--- src/design/ces_params.svh ---
/*
 * Register offsets, field positions, reset values and fixed codes of the
 * exception sequencer.
 * Assumes inclusion by bare name from design files only.
 */
`ifndef CES_PARAMS_SVH
`define CES_PARAMS_SVH

// ***************************************************************
// Register map (byte addresses on the bus)
// ***************************************************************
`define CES_REG_STATUS 8'h00
`define CES_REG_SSP 8'h04
`define CES_REG_VBR 8'h08
`define CES_REG_STATE 8'h0C
`define CES_REG_HPC 8'h10

// ***************************************************************
// Reset values
// ***************************************************************
`define CES_SR_RST 16'h0000
`define CES_SSP_RST 32'h00000000
`define CES_VBR_RST 32'h00000000

// ***************************************************************
// Status word fields
// ***************************************************************
`define CES_SR_T 15
`define CES_SR_S 13
`define CES_SR_M 12
`define CES_SR_IHI 10
`define CES_SR_ILO 8

// ***************************************************************
// Vector numbers and table layout
// ***************************************************************
`define CES_VEC_ACCESS 8'h02
`define CES_VEC_ADDRESS 8'h03
`define CES_VEC_ILLEGAL 8'h04
`define CES_VEC_DIVZERO 8'h05
`define CES_VEC_PRIV 8'h08
`define CES_VEC_TRACE 8'h09
`define CES_VEC_LINEA 8'h0A
`define CES_VEC_LINEF 8'h0B
`define CES_VEC_DEBUG 8'h0C
`define CES_VEC_FORMAT 8'h0E
`define CES_VEC_SPURIOUS 8'h18
`define CES_VEC_TRAP0 8'h20
`define CES_VBR_MASK 32'hFFF00000

// ***************************************************************
// Frame and acknowledge space
// ***************************************************************
`define CES_FMT_BASE 4'h4
`define CES_FRAME_BYTES 32'h00000008
`define CES_PUSH_BYTES 32'h00000004
`define CES_FS_NONE 4'h0
`define CES_INTERRUPT_ACK_CYCLE_BASE 32'hFFFFFFE0
`define CES_IRQ_EDGE_LVL 3'h7

`endif

--- src/design/ces_pkg.sv ---
/*
 * Types shared by the exception sequencer modules.
 * Assumes nothing beyond a SystemVerilog compiler.
 */
`default_nettype none

package ces_pkg;
    typedef enum logic [3:0] {
        CES_EXC_ACCESS, CES_EXC_ADDRESS, CES_EXC_ILLEGAL, CES_EXC_DIVZERO,
        CES_EXC_PRIV, CES_EXC_TRACE, CES_EXC_LINEA, CES_EXC_LINEF,
        CES_EXC_DEBUG, CES_EXC_FORMAT, CES_EXC_SPURIOUS, CES_EXC_TRAP,
        CES_EXC_IRQ
    } ces_exc_t;

    typedef enum logic [2:0] {
        CES_ST_IDLE, CES_ST_INTERRUPT_ACK_CYCLE, CES_ST_PUSH_PC, CES_ST_PUSH_FV,
        CES_ST_FETCH_VEC, CES_ST_FETCH_OP, CES_ST_PUSH_SR
    } ces_state_t;
endpackage

`default_nettype wire

--- src/design/ces_calc_if.sv ---
/*
 * Carrier between the sequencer and its frame calculator.
 * Assumes both ends sit in the same clock domain.
 */
`timescale 1ns/10ps
`default_nettype none

interface ces_calc_if;
    import ces_pkg::*;
    ces_exc_t exc;
    logic [3:0] trap_num;
    logic [7:0] interrupt_ack_cycle_vec;
    logic [3:0] fs_in;
    logic [31:0] supervisor_stack_pointer;
    logic [31:0] vbr;
    logic [7:0] vec;
    logic [15:0] fv;
    logic [31:0] frame_lo;
    logic [31:0] vec_addr;
    logic use_fault;

    modport calc (input exc, trap_num, interrupt_ack_cycle_vec, fs_in, supervisor_stack_pointer, vbr,
                  output vec, fv, frame_lo, vec_addr, use_fault);
    modport seq (output exc, trap_num, interrupt_ack_cycle_vec, fs_in, supervisor_stack_pointer, vbr,
                 input vec, fv, frame_lo, vec_addr, use_fault);
endinterface

`default_nettype wire

--- src/design/ces_frame_calc.sv ---
/*
 * Vector number, format/vector word and frame addresses of one exception.
 * Assumes the sequencer holds its inputs stable during the exception.
 */
`timescale 1ns/10ps
`default_nettype none
`include "ces_params.svh"

module ces_frame_calc (
    ces_calc_if.calc cif // Calculator side
);
    import ces_pkg::*;

    logic [3:0] fs;
    logic [3:0] fmt;

    always_comb begin
        cif.vec = `CES_VEC_ILLEGAL;
        cif.use_fault = 1'b0;
        case (cif.exc)
            CES_EXC_ACCESS: begin
                cif.vec = `CES_VEC_ACCESS;
                cif.use_fault = 1'b1;
            end
            CES_EXC_ADDRESS: begin
                cif.vec = `CES_VEC_ADDRESS;
                cif.use_fault = 1'b1;
            end
            CES_EXC_ILLEGAL: begin
                cif.vec = `CES_VEC_ILLEGAL;
                cif.use_fault = 1'b1;
            end
            CES_EXC_DIVZERO: begin
                cif.vec = `CES_VEC_DIVZERO;
                cif.use_fault = 1'b1;
            end
            CES_EXC_PRIV: begin
                cif.vec = `CES_VEC_PRIV;
                cif.use_fault = 1'b1;
            end
            CES_EXC_TRACE: cif.vec = `CES_VEC_TRACE;
            CES_EXC_LINEA: begin
                cif.vec = `CES_VEC_LINEA;
                cif.use_fault = 1'b1;
            end
            CES_EXC_LINEF: begin
                cif.vec = `CES_VEC_LINEF;
                cif.use_fault = 1'b1;
            end
            CES_EXC_DEBUG: cif.vec = `CES_VEC_DEBUG;
            CES_EXC_FORMAT: begin
                cif.vec = `CES_VEC_FORMAT;
                cif.use_fault = 1'b1;
            end
            CES_EXC_SPURIOUS: cif.vec = `CES_VEC_SPURIOUS;
            CES_EXC_TRAP: begin
                cif.vec = `CES_VEC_TRAP0 | {4'h0, cif.trap_num};
            end
            CES_EXC_IRQ: cif.vec = cif.interrupt_ack_cycle_vec;
            default: cif.vec = `CES_VEC_ILLEGAL;
        endcase
    end

    // Only access and address errors carry a fault status
    assign fs = (cif.exc == CES_EXC_ACCESS || cif.exc == CES_EXC_ADDRESS) ?
                cif.fs_in : `CES_FS_NONE;
    assign fmt = `CES_FMT_BASE + {2'b00, cif.supervisor_stack_pointer[1:0]};
    assign cif.fv = {fmt, fs[3:2], cif.vec, fs[1:0]};
    // Frame forced onto a longword boundary below the old pointer
    assign cif.frame_lo = {cif.supervisor_stack_pointer[31:2], 2'b00} - `CES_FRAME_BYTES;
    // Vector byte index is 4 x vector, within a 1024 byte table
    assign cif.vec_addr = (cif.vbr & `CES_VBR_MASK) |
                          {22'h0, cif.vec, 2'b00};
endmodule

`default_nettype wire

--- src/design/ces_exception_seq.sv ---
/*
 * Exception sequencer: status update, vector acquisition, frame push,
 * handler fetch, and the push-status-then-load instruction, with a
 * classic Wishbone slave for the status word, stack pointer and base.
 * Assumes one clock, synchronous core inputs, and a memory port that
 * holds each request until it answers with mem_ack_i.
 */
// What this block does
// - Copy status, set supervisor, clear trace
// - Interrupt clears master flag, loads mask level
// - Faults compute vector; interrupts run acknowledge
// - Acknowledge in own space, level in address
// - Fixed frame on longword-aligned stack address
// - Handler address at base plus four vector
// - Finish once first handler fetch starts
// - Table of 256 longword vectors, 1024 bytes
// - Fixed vector numbers per fault type
// - Traps use vectors 32-47, next PC
// - Faults stack faulting PC, others next PC
// - No interrupt sampling in first handler instruction
// - Lower longword format/vector and status, upper PC
// - Format is 4 plus pointer low bits
// - Fault status zero except access, address errors
// - Vector field internal or controller supplied
// - Push status word, then load immediate
// - Restartable: faulting instruction re-executes later
// - Mask holds off levels, edge level 7 passes
`timescale 1ns/10ps
`default_nettype none
`include "ces_params.svh"

module ces_exception_seq (
    input wire logic clk_i, // Core clock
    input wire logic rst_i, // Sync reset, active high
    input wire logic wb_cyc_i, // Bus cycle
    input wire logic wb_stb_i, // Bus strobe
    input wire logic wb_we_i, // Bus write
    input wire logic [7:0] wb_adr_i, // Byte address
    input wire logic [3:0] wb_sel_i, // Byte lanes
    input wire logic [31:0] wb_dat_i, // Write data
    output logic [31:0] wb_dat_o, // Read data
    output logic wb_ack_o, // Bus acknowledge
    input wire logic exc_req_i, // Fault or trap request
    input wire ces_pkg::ces_exc_t exc_type_i, // Exception type
    input wire logic [3:0] trap_num_i, // Trap number
    input wire logic [3:0] fault_status_i, // Fault status
    input wire logic [31:0] fault_pc_i, // Faulting instruction
    input wire logic [31:0] next_pc_i, // Next instruction
    input wire logic instr_done_i, // Instruction retired
    input wire logic [2:0] irq_level_i, // Requested level
    input wire logic pushld_req_i, // Push-status-load instr
    input wire logic [15:0] pushld_imm_i, // Its immediate
    output logic busy_o, // Sequencing
    output logic handler_go_o, // First handler fetch
    output logic [31:0] handler_pc_o, // Handler address
    output logic [15:0] status_word_o, // Status word
    output logic [31:0] ssp_o, // Supervisor stack pointer
    output logic mem_req_o, // Memory request
    output logic mem_we_o, // Memory write
    output logic mem_ack_space_o, // Acknowledge space
    output logic [31:0] mem_adr_o, // Memory address
    output logic [31:0] mem_dat_o, // Memory write data
    input wire logic [31:0] mem_dat_i, // Memory read data
    input wire logic mem_ack_i // Memory answer
);
    import ces_pkg::*;

    // ***************************************************************
    // Frame calculator
    // ***************************************************************
    ces_calc_if cif ();
    ces_frame_calc u_calc (
        .cif(cif.calc)
    );

    ces_state_t state_r, state_nxt;
    ces_exc_t exc_r, exc_nxt;
    logic [15:0] sr_r, sr_nxt;
    logic [15:0] sr_copy_r, sr_copy_nxt;
    logic [31:0] ssp_r, ssp_nxt;
    logic [31:0] vbr_r, vbr_nxt;
    logic [31:0] pc_r, pc_nxt;
    logic [31:0] hpc_r, hpc_nxt;
    logic [3:0] fs_r, fs_nxt;
    logic [3:0] trap_r, trap_nxt;
    logic [2:0] lvl_r, lvl_nxt;
    logic [7:0] vec_r, vec_nxt;
    logic inhibit_r, inhibit_nxt;
    logic nmi_r, nmi_nxt;
    logic lvl7_prev_r;
    logic idle;
    logic irq_ok;
    logic take_exc;
    logic take_irq;
    logic [2:0] take_lvl;
    logic wb_wr;
    logic [15:0] sr_taken;
    logic [31:0] sr_merged;

    // ***************************************************************
    // Interrupt recognition
    // ***************************************************************
    assign idle = (state_r == CES_ST_IDLE);
    // Faults outrank interrupts; the push instruction outranks both
    assign take_exc = idle && !pushld_req_i && exc_req_i;
    // Level 7 edge latch bypasses the mask
    assign irq_ok = (irq_level_i > sr_r[`CES_SR_IHI:`CES_SR_ILO]) ||
                    nmi_r;
    // Sampling blocked until the handler's first instruction retires
    assign take_irq = idle && !pushld_req_i && !exc_req_i && irq_ok &&
                      !inhibit_r;
    assign take_lvl = nmi_r ? `CES_IRQ_EDGE_LVL : irq_level_i;

    // Status as it stands once an exception is taken
    always_comb begin
        sr_taken = sr_r;
        sr_taken[`CES_SR_S] = 1'b1;
        sr_taken[`CES_SR_T] = 1'b0;
        if (take_irq) begin
            sr_taken[`CES_SR_M] = 1'b0;
            sr_taken[`CES_SR_IHI:`CES_SR_ILO] = take_lvl;
        end
    end

    assign cif.exc = idle ? (take_irq ? CES_EXC_IRQ : exc_type_i) : exc_r;
    assign cif.trap_num = idle ? trap_num_i : trap_r;
    assign cif.interrupt_ack_cycle_vec = vec_r;
    assign cif.fs_in = idle ? fault_status_i : fs_r;
    assign cif.supervisor_stack_pointer = ssp_r;
    assign cif.vbr = vbr_r;

    // ***************************************************************
    // Sequencer
    // ***************************************************************
    function automatic logic [31:0] merge(input logic [31:0] old_v,
                                          input logic [31:0] new_v,
                                          input logic [3:0] sel);
        logic [31:0] r;
        r = old_v;
        for (int b = 0; b < 4; b++) begin
            if (sel[b]) begin
                r[b*8 +: 8] = new_v[b*8 +: 8];
            end
        end
        return r;
    endfunction

    // Writes land on the edge where the master sees ack
    assign wb_wr = wb_cyc_i && wb_stb_i && wb_we_i && wb_ack_o;
    assign sr_merged = merge({16'h0, sr_r}, wb_dat_i, wb_sel_i);

    always_comb begin
        state_nxt = state_r;
        exc_nxt = exc_r;
        sr_nxt = sr_r;
        sr_copy_nxt = sr_copy_r;
        ssp_nxt = ssp_r;
        vbr_nxt = vbr_r;
        pc_nxt = pc_r;
        hpc_nxt = hpc_r;
        fs_nxt = fs_r;
        trap_nxt = trap_r;
        lvl_nxt = lvl_r;
        vec_nxt = vec_r;
        inhibit_nxt = inhibit_r;
        nmi_nxt = nmi_r;
        if (nmi_r && take_irq) begin
            nmi_nxt = 1'b0;
        end
        // A fresh edge wins over the clear in the same cycle
        if (irq_level_i == `CES_IRQ_EDGE_LVL && !lvl7_prev_r) begin
            nmi_nxt = 1'b1;
        end
        if (idle && instr_done_i) begin
            inhibit_nxt = 1'b0;
        end
        case (state_r)
            CES_ST_IDLE: begin
                // Software may write the registers only between exceptions
                if (wb_wr && wb_adr_i == `CES_REG_STATUS) begin
                    sr_nxt = sr_merged[15:0];
                end
                if (wb_wr && wb_adr_i == `CES_REG_SSP) begin
                    ssp_nxt = merge(ssp_r, wb_dat_i, wb_sel_i);
                end
                if (wb_wr && wb_adr_i == `CES_REG_VBR) begin
                    vbr_nxt = merge(vbr_r, wb_dat_i, wb_sel_i) &
                              `CES_VBR_MASK;
                end
                if (pushld_req_i) begin
                    state_nxt = CES_ST_PUSH_SR;
                end else if (take_exc || take_irq) begin
                    sr_copy_nxt = sr_r;
                    sr_nxt = sr_taken;
                    exc_nxt = take_irq ? CES_EXC_IRQ : exc_type_i;
                    trap_nxt = trap_num_i;
                    fs_nxt = fault_status_i;
                    lvl_nxt = take_lvl;
                    // Faulting PC lets the handler return and retry
                    pc_nxt = cif.use_fault ? fault_pc_i :
                             next_pc_i;
                    state_nxt = take_irq ? CES_ST_INTERRUPT_ACK_CYCLE :
                                CES_ST_PUSH_PC;
                end
            end
            CES_ST_INTERRUPT_ACK_CYCLE: begin
                if (mem_ack_i) begin
                    vec_nxt = mem_dat_i[7:0];
                    state_nxt = CES_ST_PUSH_PC;
                end
            end
            CES_ST_PUSH_PC: begin
                if (mem_ack_i) begin
                    state_nxt = CES_ST_PUSH_FV;
                end
            end
            CES_ST_PUSH_FV: begin
                if (mem_ack_i) begin
                    ssp_nxt = cif.frame_lo;
                    state_nxt = CES_ST_FETCH_VEC;
                end
            end
            CES_ST_FETCH_VEC: begin
                if (mem_ack_i) begin
                    hpc_nxt = mem_dat_i;
                    state_nxt = CES_ST_FETCH_OP;
                end
            end
            CES_ST_FETCH_OP: begin
                // Done as soon as the opcode fetch is launched
                inhibit_nxt = 1'b1;
                state_nxt = CES_ST_IDLE;
            end
            CES_ST_PUSH_SR: begin
                if (mem_ack_i) begin
                    ssp_nxt = ssp_r - `CES_PUSH_BYTES;
                    sr_nxt = pushld_imm_i;
                    state_nxt = CES_ST_IDLE;
                end
            end
            default: state_nxt = CES_ST_IDLE;
        endcase
    end

    always_ff @(posedge clk_i) begin
        if (rst_i) begin
            state_r <= CES_ST_IDLE;
            exc_r <= CES_EXC_ACCESS;
            sr_r <= `CES_SR_RST;
            sr_copy_r <= `CES_SR_RST;
            ssp_r <= `CES_SSP_RST;
            vbr_r <= `CES_VBR_RST;
            pc_r <= 32'h00000000;
            hpc_r <= 32'h00000000;
            fs_r <= 4'h0;
            trap_r <= 4'h0;
            lvl_r <= 3'h0;
            vec_r <= 8'h00;
            inhibit_r <= 1'b0;
            nmi_r <= 1'b0;
            lvl7_prev_r <= 1'b0;
        end else begin
            state_r <= state_nxt;
            exc_r <= exc_nxt;
            sr_r <= sr_nxt;
            sr_copy_r <= sr_copy_nxt;
            ssp_r <= ssp_nxt;
            vbr_r <= vbr_nxt;
            pc_r <= pc_nxt;
            hpc_r <= hpc_nxt;
            fs_r <= fs_nxt;
            trap_r <= trap_nxt;
            lvl_r <= lvl_nxt;
            vec_r <= vec_nxt;
            inhibit_r <= inhibit_nxt;
            nmi_r <= nmi_nxt;
            lvl7_prev_r <= (irq_level_i == `CES_IRQ_EDGE_LVL);
        end
    end

    // ***************************************************************
    // Memory port
    // ***************************************************************
    always_comb begin
        mem_req_o = 1'b1;
        mem_we_o = 1'b0;
        mem_ack_space_o = 1'b0;
        mem_adr_o = 32'h00000000;
        mem_dat_o = 32'h00000000;
        case (state_r)
            CES_ST_INTERRUPT_ACK_CYCLE: begin
                mem_ack_space_o = 1'b1;
                mem_adr_o = `CES_INTERRUPT_ACK_CYCLE_BASE | {27'h0, lvl_r, 2'b00};
            end
            CES_ST_PUSH_PC: begin
                mem_we_o = 1'b1;
                mem_adr_o = cif.frame_lo + `CES_PUSH_BYTES;
                mem_dat_o = pc_r;
            end
            CES_ST_PUSH_FV: begin
                mem_we_o = 1'b1;
                mem_adr_o = cif.frame_lo;
                mem_dat_o = {cif.fv, sr_copy_r};
            end
            CES_ST_FETCH_VEC: mem_adr_o = cif.vec_addr;
            CES_ST_PUSH_SR: begin
                mem_we_o = 1'b1;
                mem_adr_o = ssp_r - `CES_PUSH_BYTES;
                mem_dat_o = {16'h0, sr_r};
            end
            default: mem_req_o = 1'b0;
        endcase
    end

    // ***************************************************************
    // Wishbone slave
    // ***************************************************************
    logic ack_r, ack_nxt;
    logic [31:0] rd_r, rd_nxt;

    always_comb begin
        ack_nxt = wb_cyc_i && wb_stb_i && !ack_r;
        rd_nxt = 32'h00000000;
        case (wb_adr_i)
            `CES_REG_STATUS: rd_nxt = {16'h0, sr_r};
            `CES_REG_SSP: rd_nxt = ssp_r;
            `CES_REG_VBR: rd_nxt = vbr_r;
            `CES_REG_STATE: rd_nxt = {16'h0, vec_r, 1'b0, lvl_r,
                                      1'b0, nmi_r, inhibit_r, !idle};
            `CES_REG_HPC: rd_nxt = hpc_r;
            default: rd_nxt = 32'h00000000;
        endcase
    end

    always_ff @(posedge clk_i) begin
        if (rst_i) begin
            ack_r <= 1'b0;
            rd_r <= 32'h00000000;
        end else begin
            ack_r <= ack_nxt;
            rd_r <= rd_nxt;
        end
    end

    assign wb_ack_o = ack_r;
    assign wb_dat_o = rd_r;
    assign busy_o = !idle;
    assign handler_go_o = (state_r == CES_ST_FETCH_OP);
    assign handler_pc_o = hpc_r;
    assign status_word_o = sr_r;
    assign ssp_o = ssp_r;
endmodule

`default_nettype wire

--- config.mk ---
export PLATFORM = sky130hd
export DESIGN_NAME = ces_exception_seq
export DESIGN_NICKNAME = d
export VERILOG_FILES = /design/src/design/ces_pkg.sv /design/src/design/ces_calc_if.sv /design/src/design/ces_frame_calc.sv /design/src/design/ces_exception_seq.sv
export VERILOG_INCLUDE_DIRS = /design/src /design/src/design
export SDC_FILE = /design/constraint.sdc
export NUM_CORES = 1
export LEC_CHECK = 0
export ABC_CLOCK_PERIOD_IN_PS = 4500
export BUFFER_PORTS_ARGS = -buffer_cell sky130_fd_sc_hd__buf_2
export CAP_MARGIN = 0
export CORE_MARGIN = 5
export CORE_UTILIZATION = 40
export DETAILED_ROUTE_END_ITERATION = 12
export GPL_TIMING_DRIVEN = 1
export HOLD_SLACK_MARGIN = 0.06
export PLACE_DENSITY = 0.65
export SLEW_MARGIN = 20
export SYNTH_ARGS = -nofsm -noshare
export SYNTH_HDL_FRONTEND = slang
export SYNTH_HIERARCHICAL = 1
export SYNTH_SLANG_ARGS = --single-unit
--- constraint.sdc ---
create_clock -name clk_i -period 4.5 [get_ports clk_i]
set_input_delay 0.9 -clock clk_i [delete_from_list [all_inputs] [get_ports clk_i]]
set_output_delay 0.9 -clock clk_i [all_outputs]
set_load 0.03 [all_outputs]
### Word-level counts from Yosys, hierarchy flattened

Cells that the tools add are included.

| word-level totals | value |
|---|---|
| latch bits | 0 |
| output and inout port bits | 182 |
| bits in read-only memories | 0 |
| word-level logic and storage cells | 158 |
| RAM bits | 0 |
| bits of input ports | 180 |
| memories | 0 |
| flip-flop bits (word level) | 202 |

| cells by class | value |
|---|---|
| add/sub/neg operators | 4 |
| shift operators | 0 |
| bitwise logic cells | 2 |
| reductions and logical operators | 47 |
| multipliers | 0 |
| divide/modulo/power cells | 0 |
| muxes and demuxes | 45 |
| magnitude comparators | 1 |
| equal/unequal tests | 36 |

Operator list:

| kind | count |
|---|---|
| case mux 32 bit (5 select lines) | 2 |
| case mux 32 bit (3 select lines) | 2 |
| 2-to-1 mux 32 bit | 4 |
| case mux 8 bit (12 select lines) | 1 |
| 2-to-1 mux 16 bit | 4 |
| 2-to-1 mux 8 bit | 6 |
| adder 32 x 3 -> 32 bit (second input constant) | 1 |
| bitwise OR 32 x 10 -> 32 bit | 1 |
| case mux 16 bit (2 select lines) | 1 |
| subtractor 32 x 3 -> 32 bit (second input constant) | 1 |
| subtractor 32 x 4 -> 32 bit (second input constant) | 1 |
| 2-to-1 mux 3 bit | 9 |
| equality test 4 bit (second input constant) | 5 |
| 2-to-1 mux 4 bit | 5 |
| AND reduction 5 bit | 4 |
| inequality test 2 bit (second input constant) | 9 |
| case mux 3 bit (6 select lines) | 1 |
| equality test 4 x 3 -> 1 bit (second input constant) | 4 |
| equality test 8 x 4 -> 1 bit (second input constant) | 2 |
| logical AND 1 bit | 15 |
| AND reduction 3 bit | 5 |
| equality test 3 bit (second input constant) | 4 |
| 2-to-1 mux 1 bit | 9 |
| equality test 4 x 2 -> 1 bit (second input constant) | 2 |
| 25 further kinds | 37 |

### Logic depth before layout (Yosys ltp)

Gate-level depths: netlist (run 1).

| depth | value |
|---|---|
| word-level depth | 11 |
| gate-level depth with buffers | 16 |
| mapped depth without buffers | 14 |

### Modules after synthesis

Netlist (run 1), hierarchy kept.

By module, submodules not included:

| module | cells each | seq. area each (um2) | instances | area each (um2) |
|---|---|---|---|---|
| ces_exception_seq | 1,424 | 4,043.9 | 1 | 11,033.1 |
| ces_frame_calc | 173 | 0.0 | 1 | 1,221.2 |

### Worst setup path after synthesis (run 1)

OpenSTA, ideal clock, no wires.

| timing | value |
|---|---|
| kind | register -> output |
| start point | reg ssp_r[3] (netlist: ssp_o[3]) |
| end point | out mem_adr_o[26] |
| data arrival time | 3.635 ns |
| path buffers | 0 |
| slack | -0.035 ns |
| cell stages (with the launch flop) | 13 |
| data required time | 3.600 ns |
| cell sequence | dfxtp_1 inv_1 ha_1 nor4b_4 nand2_1 nor2_1 xor2_1 nand4_1 nor4_1 nand4_1 xnor2_1 a21oi_1 o211ai_1 |

| between the ends | value |
|---|---|
| longest elaborated chain between the ends | 3 |
| elaborated cells between the ends (all ways) | 4 |
| those cells by class | add/sub (3); mux (1) |

RTL lines:

| item | RTL line | RTL |
|---|---|---|
| from (decl) | ces_exception_seq.sv:80 | `logic [31:0] ssp_r, ssp_nxt;` |
| from (signal assigned) | ces_exception_seq.sv:251 | `` ssp_r <= `CES_SSP_RST; `` |
| from (signal assigned) | ces_exception_seq.sv:267 | `ssp_r <= ssp_nxt;` |
| subtractor 32 x 4 -> 32 bit (no line) | -- |  |
| named net cif.frame_lo[3] | ces_calc_if.sv:18 | `logic [31:0] frame_lo;` |
| adder 32 x 3 -> 32 bit (no line) | -- |  |
| case mux 32 bit (5 select lines) | ces_exception_seq.sv:290 | `case (state_r)` |
| to (decl) | ces_exception_seq.sv:61 | `output logic [31:0] mem_adr_o,` |

The timed path passes the listed nets, and every way through them passes these cells.

### Worst setup path after layout (run 1)

| timing | value |
|---|---|
| start point | reg ssp_r[7] (netlist: ssp_o[7]) |
| end point | out mem_adr_o[31] |

The elaborated chain is that of the path after synthesis.

==> report_table.html, run 1 <==
<table>
<tr><th>Metric</th><th>Value</th></tr>
<tr><th colspan="2">Placed design</th></tr>
<tr><td>Number of port buffers</td><td>361</td></tr>
<tr><td>Global placement routability congestion</td><td>0.974</td></tr>
<tr><td>Detailed placer's ending HPWL</td><td>38.8 mm</td></tr>
<tr><th colspan="2">Synthesis</th></tr>
<tr><td>Netlist Area Pre-Place</td><td>0.0122 sq mm</td></tr>
<tr><td>Post-synthesis cell count</td><td>1,588</td></tr>
<tr><td>Syn avg cell area</td><td>7.68 sq um</td></tr>
<tr><td>Count of synthesis-stage warnings from yosys</td><td>6</td></tr>
<tr><th colspan="2">STA</th></tr>
<tr><td>Max-slew headroom at the worst pin</td><td>30.1%</td></tr>
<tr><td>Final number of max-transition violations</td><td>0</td></tr>
<tr><td>Setup repair after global routing missed its margin</td><td>yes</td></tr>
<tr><td>Number of endpoints failing setup at the final stage</td><td>0</td></tr>
<tr><td>Period utilization</td><td>99.6%</td></tr>
<tr><td>Clock period minus worst slack</td><td>4.48 ns</td></tr>
<tr><td>Max Clk Rate</td><td>0.223 GHz</td></tr>
<tr><td>Measured slew at the worst slew-check pin</td><td>1.04 ns</td></tr>
<tr><td>Hold Fails Final Rpt</td><td>0</td></tr>
<tr><td>Worst Skew</td><td>0.0188 ns</td></tr>
<tr><th colspan="2">GRT</th></tr>
<tr><td>Wire length of the first global-routing pass</td><td>76.7 mm</td></tr>
<tr><td>Via count of the first global-routing pass</td><td>12,751</td></tr>
<tr><td>Total global routing overflow</td><td>0</td></tr>
<tr><td>Initial antenna violation count</td><td>6</td></tr>
<tr><td>Largest net degree at the start of global routing</td><td>92</td></tr>
<tr><td>GRT Total Usage</td><td>28.7%</td></tr>
<tr><th colspan="2">Worst setup path</th></tr>
<tr><td>Element type at the critical path start</td><td>flip-flop</td></tr>
<tr><td>Category of the critical setup timing path</td><td>flip-flop to primary output</td></tr>
<tr><td>Data arrival at the endpoint of the critical path</td><td>3.58 ns</td></tr>
<tr><td>R2R Setup Slk</td><td>1.18 ns</td></tr>
<tr><td>Critical path startpoint</td><td>ssp_o[7]</td></tr>
<tr><td>Startpoint of the most critical register-to-register path</td><td>status_word_o[10]</td></tr>
<tr><td>Crit path capture type</td><td>primary output</td></tr>
<tr><td>CP required</td><td>3.60 ns</td></tr>
<tr><td>Worst Path Max Fanout</td><td>8</td></tr>
<tr><td>Endpoint of the lowest-slack register-to-register path</td><td>pc_r[11]</td></tr>
<tr><td>Depth of the worst register-to-register path</td><td>13</td></tr>
<tr><th colspan="2">Routing</th></tr>
<tr><td>Detail-routed via count per cell</td><td>5.74</td></tr>
<tr><td>Detailed router's first-iteration violation count</td><td>1,141</td></tr>
<tr><td>Routed WL</td><td>52.0 mm</td></tr>
<tr><td>Total number of vias</td><td>13,574</td></tr>
<tr><td>DRC violations left</td><td>0</td></tr>
<tr><td>Avg WL per Cell</td><td>22.0 microns</td></tr>
<tr><td>Final antenna-violating net count</td><td>0</td></tr>
<tr><td>First drt pass iteration count</td><td>9</td></tr>
<tr><th colspan="2">Clock tree</th></tr>
<tr><td>Number of buffers between clock root and the deepest sink</td><td>3</td></tr>
<tr><td>Max H-tree Level</td><td>1</td></tr>
<tr><td>TritonCTS clock tree</td><td>yes</td></tr>
<tr><td>Clk_lat worst skew</td><td>0.55 ns</td></tr>
<tr><td>Clock-pin slew reported for the worst setup and hold paths after clock tree synthesis</td><td>0.06 ns</td></tr>
<tr><td>Total clock buffers created by CTS</td><td>25</td></tr>
<tr><td>Buffer cell driving the clock tree root</td><td>sky130_fd_sc_hd__clkbuf_16</td></tr>
<tr><td>Post-CTS Hold Buffers</td><td>0</td></tr>
<tr><td>Number of sinks driven by the clock tree</td><td>202</td></tr>
<tr><th colspan="2">Floorplan</th></tr>
<tr><td>Initial Utilization</td><td>40.2%</td></tr>
<tr><td>Count of standard-cell rows</td><td>64</td></tr>
<tr><td>Area of the die</td><td>0.0341 sq mm</td></tr>
<tr><td>Boundary pin count</td><td>362</td></tr>
<tr><td>Core area</td><td>0.0303 sq mm</td></tr>
<tr><td>Floorplan die width</td><td>185 microns</td></tr>
<tr><td>Chip Height</td><td>185 microns</td></tr>
<tr><th colspan="2">Hold path</th></tr>
<tr><td>Hold EP</td><td>wb_ack_o</td></tr>
<tr><td>Type of the tightest min-delay check</td><td>flip-flop to flip-flop</td></tr>
<tr><td>Min-Delay Startpoint</td><td>wb_ack_o</td></tr>
<tr><td>Cells on Worst Hold Path</td><td>1</td></tr>
<tr><th colspan="2">Job</th></tr>
<tr><td>Max capacitance violation total</td><td>0</td></tr>
<tr><th colspan="2">Final layout</th></tr>
<tr><td>Core Util, Final</td><td>52.5%</td></tr>
<tr><td>Fraction of final layout cells sized beyond drive strength 1</td><td>30.7%</td></tr>
<tr><td>Post-synthesis to final-layout area growth</td><td>30.7%</td></tr>
<tr><td>Layout net count</td><td>2,133</td></tr>
<tr><th colspan="2">Power</th></tr>
<tr><td>Final total power</td><td>13,400 uW</td></tr>
<tr><td>Leakage</td><td>0.00695 uW</td></tr>
<tr><td>PD cells</td><td>840 mW/mm^2</td></tr>
<tr><td>Maximum resistive drop on vdd</td><td>606 uV</td></tr>
<tr><th colspan="2">Run status</th></tr>
<tr><td>Result of the run</td><td>completed</td></tr>
</table>
-- final cells by class --
type                    count  area, sq um
diodes                      2         5.00
clock buffers              33          696
clock inverters            13          214
fillers                  2949        14400
inverters                  19         77.6
multi-input cells        1214         7570
flip-flops and latches    202         4050
well taps                 396          495
repair buffers            485         2820
-- per-layer routing --
layer	up-vias	track usage, %	share of wire, %
li1	6359	-	-
met3	126	6.02	9.4
met2	732	48.7	48
met5	-	0	0.11
met4	8	12.0	4.7
met1	6349	35.3	38
-- critical path, stage by stage, from the launching register on --
cell	delay, ns
sky130_fd_sc_hd__dfxtp_1	0.34
sky130_fd_sc_hd__buf_6	0.17
sky130_fd_sc_hd__nor4b_4	0.29
sky130_fd_sc_hd__buf_4	0.17
sky130_fd_sc_hd__nand4_4	0.15
sky130_fd_sc_hd__buf_4	0.19
sky130_fd_sc_hd__nor2_1	0.12
sky130_fd_sc_hd__xor2_1	0.21
sky130_fd_sc_hd__nand3_1	0.15
sky130_fd_sc_hd__nor4_4	0.32
sky130_fd_sc_hd__nand3_2	0.16
sky130_fd_sc_hd__nor2_2	0.13
sky130_fd_sc_hd__xnor2_1	0.07
sky130_fd_sc_hd__o211ai_1	0.31
sky130_fd_sc_hd__buf_4	0.23
-- flip-flops by register name (all words and copies together), names as in the netlist, 8 cells and up --
register                     cells
wb_dat_o                        32
sr_copy_r                       16
cif.interrupt_ack_cycle_vec      8
ssp_o                           32
cif.vbr                         12
pc_r                            32
handler_pc_o                    32
status_word_o                   16
-- stage by stage --
step	cell area, sq um	TNS [ns]	std cells	setup slack (ns)	hold WS [ns]
final	15900	0	2364	0.0195	0.445
after global routing	15900	-0.778	2363	-0.146	0.456
after CTS	15500	0	2341	0.00902	0.452
after detailed placement	14500	-0.0806	2284	-0.0446	0.444
after global placement	14500	0	2284	0.00965	0.416
after floorplan	12200	0	1602	0.0381	0.436
-- power breakdown --
part / switching [uW] / total [uW] / internal (uW)
registers: 283 / 2340 / 2060
clock network: 852 / 2230 / 1380
logic: 5350 / 8810 / 3450
-- layout by cell type, fill, tap and decap left out, types with 10 or more instances in the layout --
cell and instances:
sky130_fd_sc_hd__a22o_1 16, sky130_fd_sc_hd__a21oi_1 130, sky130_fd_sc_hd__nand2b_1 10, sky130_fd_sc_hd__dfxtp_1 197, sky130_fd_sc_hd__buf_4 121, sky130_fd_sc_hd__nand4_1 11, sky130_fd_sc_hd__o211ai_1 13, sky130_fd_sc_hd__xnor2_1 31
sky130_fd_sc_hd__nand2_1 273, sky130_fd_sc_hd__xor2_1 41, sky130_fd_sc_hd__clkbuf_16 25, sky130_fd_sc_hd__a31oi_1 11, sky130_fd_sc_hd__and2_1 27, sky130_fd_sc_hd__a222oi_1 28, sky130_fd_sc_hd__nor2b_1 10, sky130_fd_sc_hd__a211oi_1 45
sky130_fd_sc_hd__nor4_1 14, sky130_fd_sc_hd__nor2_1 139, sky130_fd_sc_hd__a221oi_1 10, sky130_fd_sc_hd__a311oi_1 17, sky130_fd_sc_hd__nor3_1 37, sky130_fd_sc_hd__nand3_1 33, sky130_fd_sc_hd__buf_2 355, sky130_fd_sc_hd__o21ai_0 42
sky130_fd_sc_hd__inv_1 16, sky130_fd_sc_hd__conb_1 16, sky130_fd_sc_hd__mux2i_1 76, sky130_fd_sc_hd__a22oi_1 32
-- worst max-delay path by stage --
stage / to / slack, ns / cells past startpoint
3_5_place_dp: mem_adr_o[2] / -0.04 / 13
6_report: mem_adr_o[31] / 0.02 / 14
4_1_cts: mem_adr_o[31] / 0.009 / 13
3_3_place_gp: mem_adr_o[7] / 0.01 / 13
2_1_floorplan: mem_adr_o[4] / 0.04 / 15
5_1_grt: mem_adr_o[29] / -0.15 / 15
-- what timing repair did --
action / CTS / global route
setup endpoints to repair: 19 / 32
resized for setup: 14 / 53
setup buffers: 11 / 21
pin swaps: 10 / 18
(Power assumes the default switching activity.)
==> run 2: changes to the inputs <==
--- a/config.mk
+++ b/config.mk
@@ -15,6 +15,7 @@
 export GPL_TIMING_DRIVEN = 1
 export HOLD_SLACK_MARGIN = 0.06
 export PLACE_DENSITY = 0.65
+export REMOVE_ABC_BUFFERS = 1
 export SLEW_MARGIN = 20
 export SYNTH_ARGS = -nofsm -noshare
 export SYNTH_HDL_FRONTEND = slang
==> report_table.html, run 2 (synthesized netlist as in run 1, its figures left out) <==
<table>
<tr><th>Metric</th><th>Value</th></tr>
<tr><th colspan="2">Clock tree</th></tr>
<tr><td>Buffer cell driving the clock tree root</td><td>sky130_fd_sc_hd__clkbuf_16</td></tr>
<tr><td>Clock-pin slew reported for the worst setup and hold paths after clock tree synthesis</td><td>0.07 ns</td></tr>
<tr><td>Max H-tree Level</td><td>1</td></tr>
<tr><td>Total clock buffers created by CTS</td><td>25</td></tr>
<tr><td>TritonCTS clock tree</td><td>yes</td></tr>
<tr><td>Clk_lat worst skew</td><td>0.56 ns</td></tr>
<tr><td>Number of sinks driven by the clock tree</td><td>202</td></tr>
<tr><td>Number of buffers between clock root and the deepest sink</td><td>3</td></tr>
<tr><th colspan="2">Placed design</th></tr>
<tr><td>Global placement routability congestion</td><td>0.973</td></tr>
<tr><td>Standard cell area after detailed placement</td><td>0.0146 sq mm</td></tr>
<tr><td>Number of port buffers</td><td>361</td></tr>
<tr><td>Inst Count DP</td><td>2,293</td></tr>
<tr><td>Detailed placer's ending HPWL</td><td>37.6 mm</td></tr>
<tr><th colspan="2">GRT</th></tr>
<tr><td>Total global routing overflow</td><td>0</td></tr>
<tr><td>Largest net degree at the start of global routing</td><td>97</td></tr>
<tr><td>Wire length of the first global-routing pass</td><td>76.6 mm</td></tr>
<tr><td>Via count of the first global-routing pass</td><td>13,109</td></tr>
<tr><td>GRT Total Usage</td><td>28.5%</td></tr>
<tr><td>Initial antenna violation count</td><td>6</td></tr>
<tr><th colspan="2">Floorplan</th></tr>
<tr><td>Chip Height</td><td>185 microns</td></tr>
<tr><td>Floorplan die width</td><td>185 microns</td></tr>
<tr><td>Initial Utilization</td><td>40.2%</td></tr>
<tr><td>Boundary pin count</td><td>362</td></tr>
<tr><td>Area of the die</td><td>0.0341 sq mm</td></tr>
<tr><td>Count of standard-cell rows</td><td>64</td></tr>
<tr><td>Core area</td><td>0.0303 sq mm</td></tr>
<tr><th colspan="2">Routing</th></tr>
<tr><td>Avg WL per Cell</td><td>21.9 microns</td></tr>
<tr><td>Detail-routed via count per cell</td><td>5.79</td></tr>
<tr><td>Routed WL</td><td>51.9 mm</td></tr>
<tr><td>First drt pass iteration count</td><td>6</td></tr>
<tr><td>Final antenna-violating net count</td><td>0</td></tr>
<tr><td>Total number of vias</td><td>13,735</td></tr>
<tr><td>DRC violations left</td><td>0</td></tr>
<tr><td>Detailed router's first-iteration violation count</td><td>1,307</td></tr>
<tr><th colspan="2">STA</th></tr>
<tr><td>Hold Fails Final Rpt</td><td>0</td></tr>
<tr><td>Worst Skew</td><td>0.0185 ns</td></tr>
<tr><td>Summed negative setup slack over all endpoints</td><td>-0.438 ns</td></tr>
<tr><td>Setup WS post-layout</td><td>-0.144 ns</td></tr>
<tr><td>Max-slew headroom at the worst pin</td><td>21.3%</td></tr>
<tr><td>Clock period minus worst slack</td><td>4.64 ns</td></tr>
<tr><td>Final number of max-transition violations</td><td>0</td></tr>
<tr><td>Max Clk Rate</td><td>0.215 GHz</td></tr>
<tr><td>Setup repair after global routing missed its margin</td><td>yes</td></tr>
<tr><td>Measured slew at the worst slew-check pin</td><td>1.17 ns</td></tr>
<tr><td>Number of endpoints failing setup at the final stage</td><td>6</td></tr>
<tr><td>Period utilization</td><td>103%</td></tr>
<tr><th colspan="2">Worst setup path</th></tr>
<tr><td>Worst Path Max Fanout</td><td>4</td></tr>
<tr><td>Data arrival at the endpoint of the critical path</td><td>3.74 ns</td></tr>
<tr><td>R2R Setup Slk</td><td>1.16 ns</td></tr>
<tr><td>Startpoint of the most critical register-to-register path</td><td>status_word_o[10]</td></tr>
<tr><td>Endpoint of the lowest-slack register-to-register path</td><td>pc_r[23]</td></tr>
<tr><td>Crit path capture type</td><td>primary output</td></tr>
<tr><td>Category of the critical setup timing path</td><td>flip-flop to primary output</td></tr>
<tr><td>CP required</td><td>3.60 ns</td></tr>
<tr><td>Depth of the worst register-to-register path</td><td>13</td></tr>
<tr><td>Element type at the critical path start</td><td>flip-flop</td></tr>
<tr><th colspan="2">Final layout</th></tr>
<tr><td>Layout net count</td><td>2,142</td></tr>
<tr><td>Most frequent cells in the layout</td><td>sky130_fd_sc_hd__buf_2, sky130_fd_sc_hd__nand2_1, sky130_fd_sc_hd__dfxtp_1</td></tr>
<tr><td>Post-synthesis to final-layout area growth</td><td>31.1%</td></tr>
<tr><td>Leading cell type in the layout, fill and taps excluded</td><td>sky130_fd_sc_hd__buf_2</td></tr>
<tr><td>Final instance count without filler cells</td><td>2,371</td></tr>
<tr><td>Fraction of final layout cells sized beyond drive strength 1</td><td>31.2%</td></tr>
<tr><td>Cell area after layout</td><td>0.0160 sq mm</td></tr>
<tr><th colspan="2">Power</th></tr>
<tr><td>PD cells</td><td>853 mW/mm^2</td></tr>
<tr><td>Leakage</td><td>0.00696 uW</td></tr>
<tr><td>Maximum resistive drop on vdd</td><td>427 uV</td></tr>
<tr><td>Final total power</td><td>13,600 uW</td></tr>
<tr><th colspan="2">Run status</th></tr>
<tr><td>Result of the run</td><td>complete, but fails checks</td></tr>
<tr><td>Violated checks</td><td>setup timing</td></tr>
<tr><th colspan="2">Hold path</th></tr>
<tr><td>Cells on Worst Hold Path</td><td>1</td></tr>
<tr><td>Hold EP</td><td>wb_ack_o</td></tr>
<tr><td>Min-Delay Startpoint</td><td>wb_ack_o</td></tr>
<tr><td>Type of the tightest min-delay check</td><td>flip-flop to flip-flop</td></tr>
<tr><th colspan="2">Job</th></tr>
<tr><td>Max capacitance violation total</td><td>0</td></tr>
</table>
==> run 2: cell count changes in the layout (fill, tap and decap cells not counted), sizes merged <==
cell / before / now
clkinv: 4 / 6
bufinv: 5 / 3
inv: 20 / 19
clkinvlp: 3 / 4
clkbuf: 33 / 32
buf: 485 / 493
==> run 2: per-stage QoR <==
stage	utilization, %	hold WS [ns]	setup WS (ns)
after detailed placement	48.0	0.439	0.00368
after global routing	52.7	0.477	-0.277
final	52.7	0.451	-0.144
after floorplan	-	0.430	-1.41
after global placement	48.0	0.424	0.145
after CTS	51.3	0.452	0.00703
==> run 2: layer usage <==
metal	share of wire, %	routed length, microns	vias up	global-route usage (%)
li1	-	-	6378	-
met1	39	20100	6429	36.3
met2	47	24300	786	47.5
met3	11	5570	132	6.65
met4	3.6	1890	10	9.91
met5	0.10	53	-	0
==> run 2: area by class of cell <==
| class | count | area (sq um) |
|---|---|---|
| clock inverters | 13 | 170 |
| repair buffers | 494 | 2900 |
| multi-input cells | 1214 | 7590 |
| clock buffers | 31 | 698 |
| diodes | 2 | 5.00 |
| inverters | 19 | 75.1 |
| fillers | 2989 | 14400 |
| flip-flops and latches | 202 | 4060 |
| well taps | 396 | 495 |
==> run 2: critical path, stage by stage, from the launching register on <==
cell and delay, ns:
sky130_fd_sc_hd__dfxtp_2 0.33, sky130_fd_sc_hd__inv_2 0.07, sky130_fd_sc_hd__ha_4 0.15, sky130_fd_sc_hd__nor4b_4 0.28, sky130_fd_sc_hd__buf_4 0.20, sky130_fd_sc_hd__nand4_4 0.14, sky130_fd_sc_hd__nor4_4 0.27, sky130_fd_sc_hd__xor2_1 0.32
sky130_fd_sc_hd__nand3_2 0.15, sky130_fd_sc_hd__nor4_4 0.37, sky130_fd_sc_hd__nand3_2 0.16, sky130_fd_sc_hd__xnor2_1 0.17, sky130_fd_sc_hd__a221oi_1 0.27, sky130_fd_sc_hd__nand2_1 0.14, sky130_fd_sc_hd__buf_6 0.16
==> run 2: worst max-delay path by stage <==
stage,from,end,slack [ns],cells past startpoint
after CTS,ssp_o[13],mem_adr_o[30],0.007,11
after global routing,ssp_o[3],mem_adr_o[29],-0.28,14
final,ssp_o[3],mem_adr_o[29],-0.14,14
after floorplan,state_r[0],pc_r[0],-1.41,8
after detailed placement,irq_level_i[2],mem_adr_o[2],0.004,14
after global placement,irq_level_i[2],mem_adr_o[7],0.14,14
==> run 2: timing repair <==
action                                  in CTS  in global routing
gates resized for setup                     17                 66
endpoints found under the hold margin        0                  0
pin swaps                                   11                 27
cloned                                       0                  0
buffers inserted                            10                 22
hold buffers                                 0                  0
endpoints found under the setup margin      17                 25
==> run 2: power by group <==
group          total (uW)  internal (uW)  switching [uW]  leakage (uW)
clock                2130           1280             852      0.000422
sequential           2290           2060             229       0.00164
combinational        9210           3570            5640       0.00490
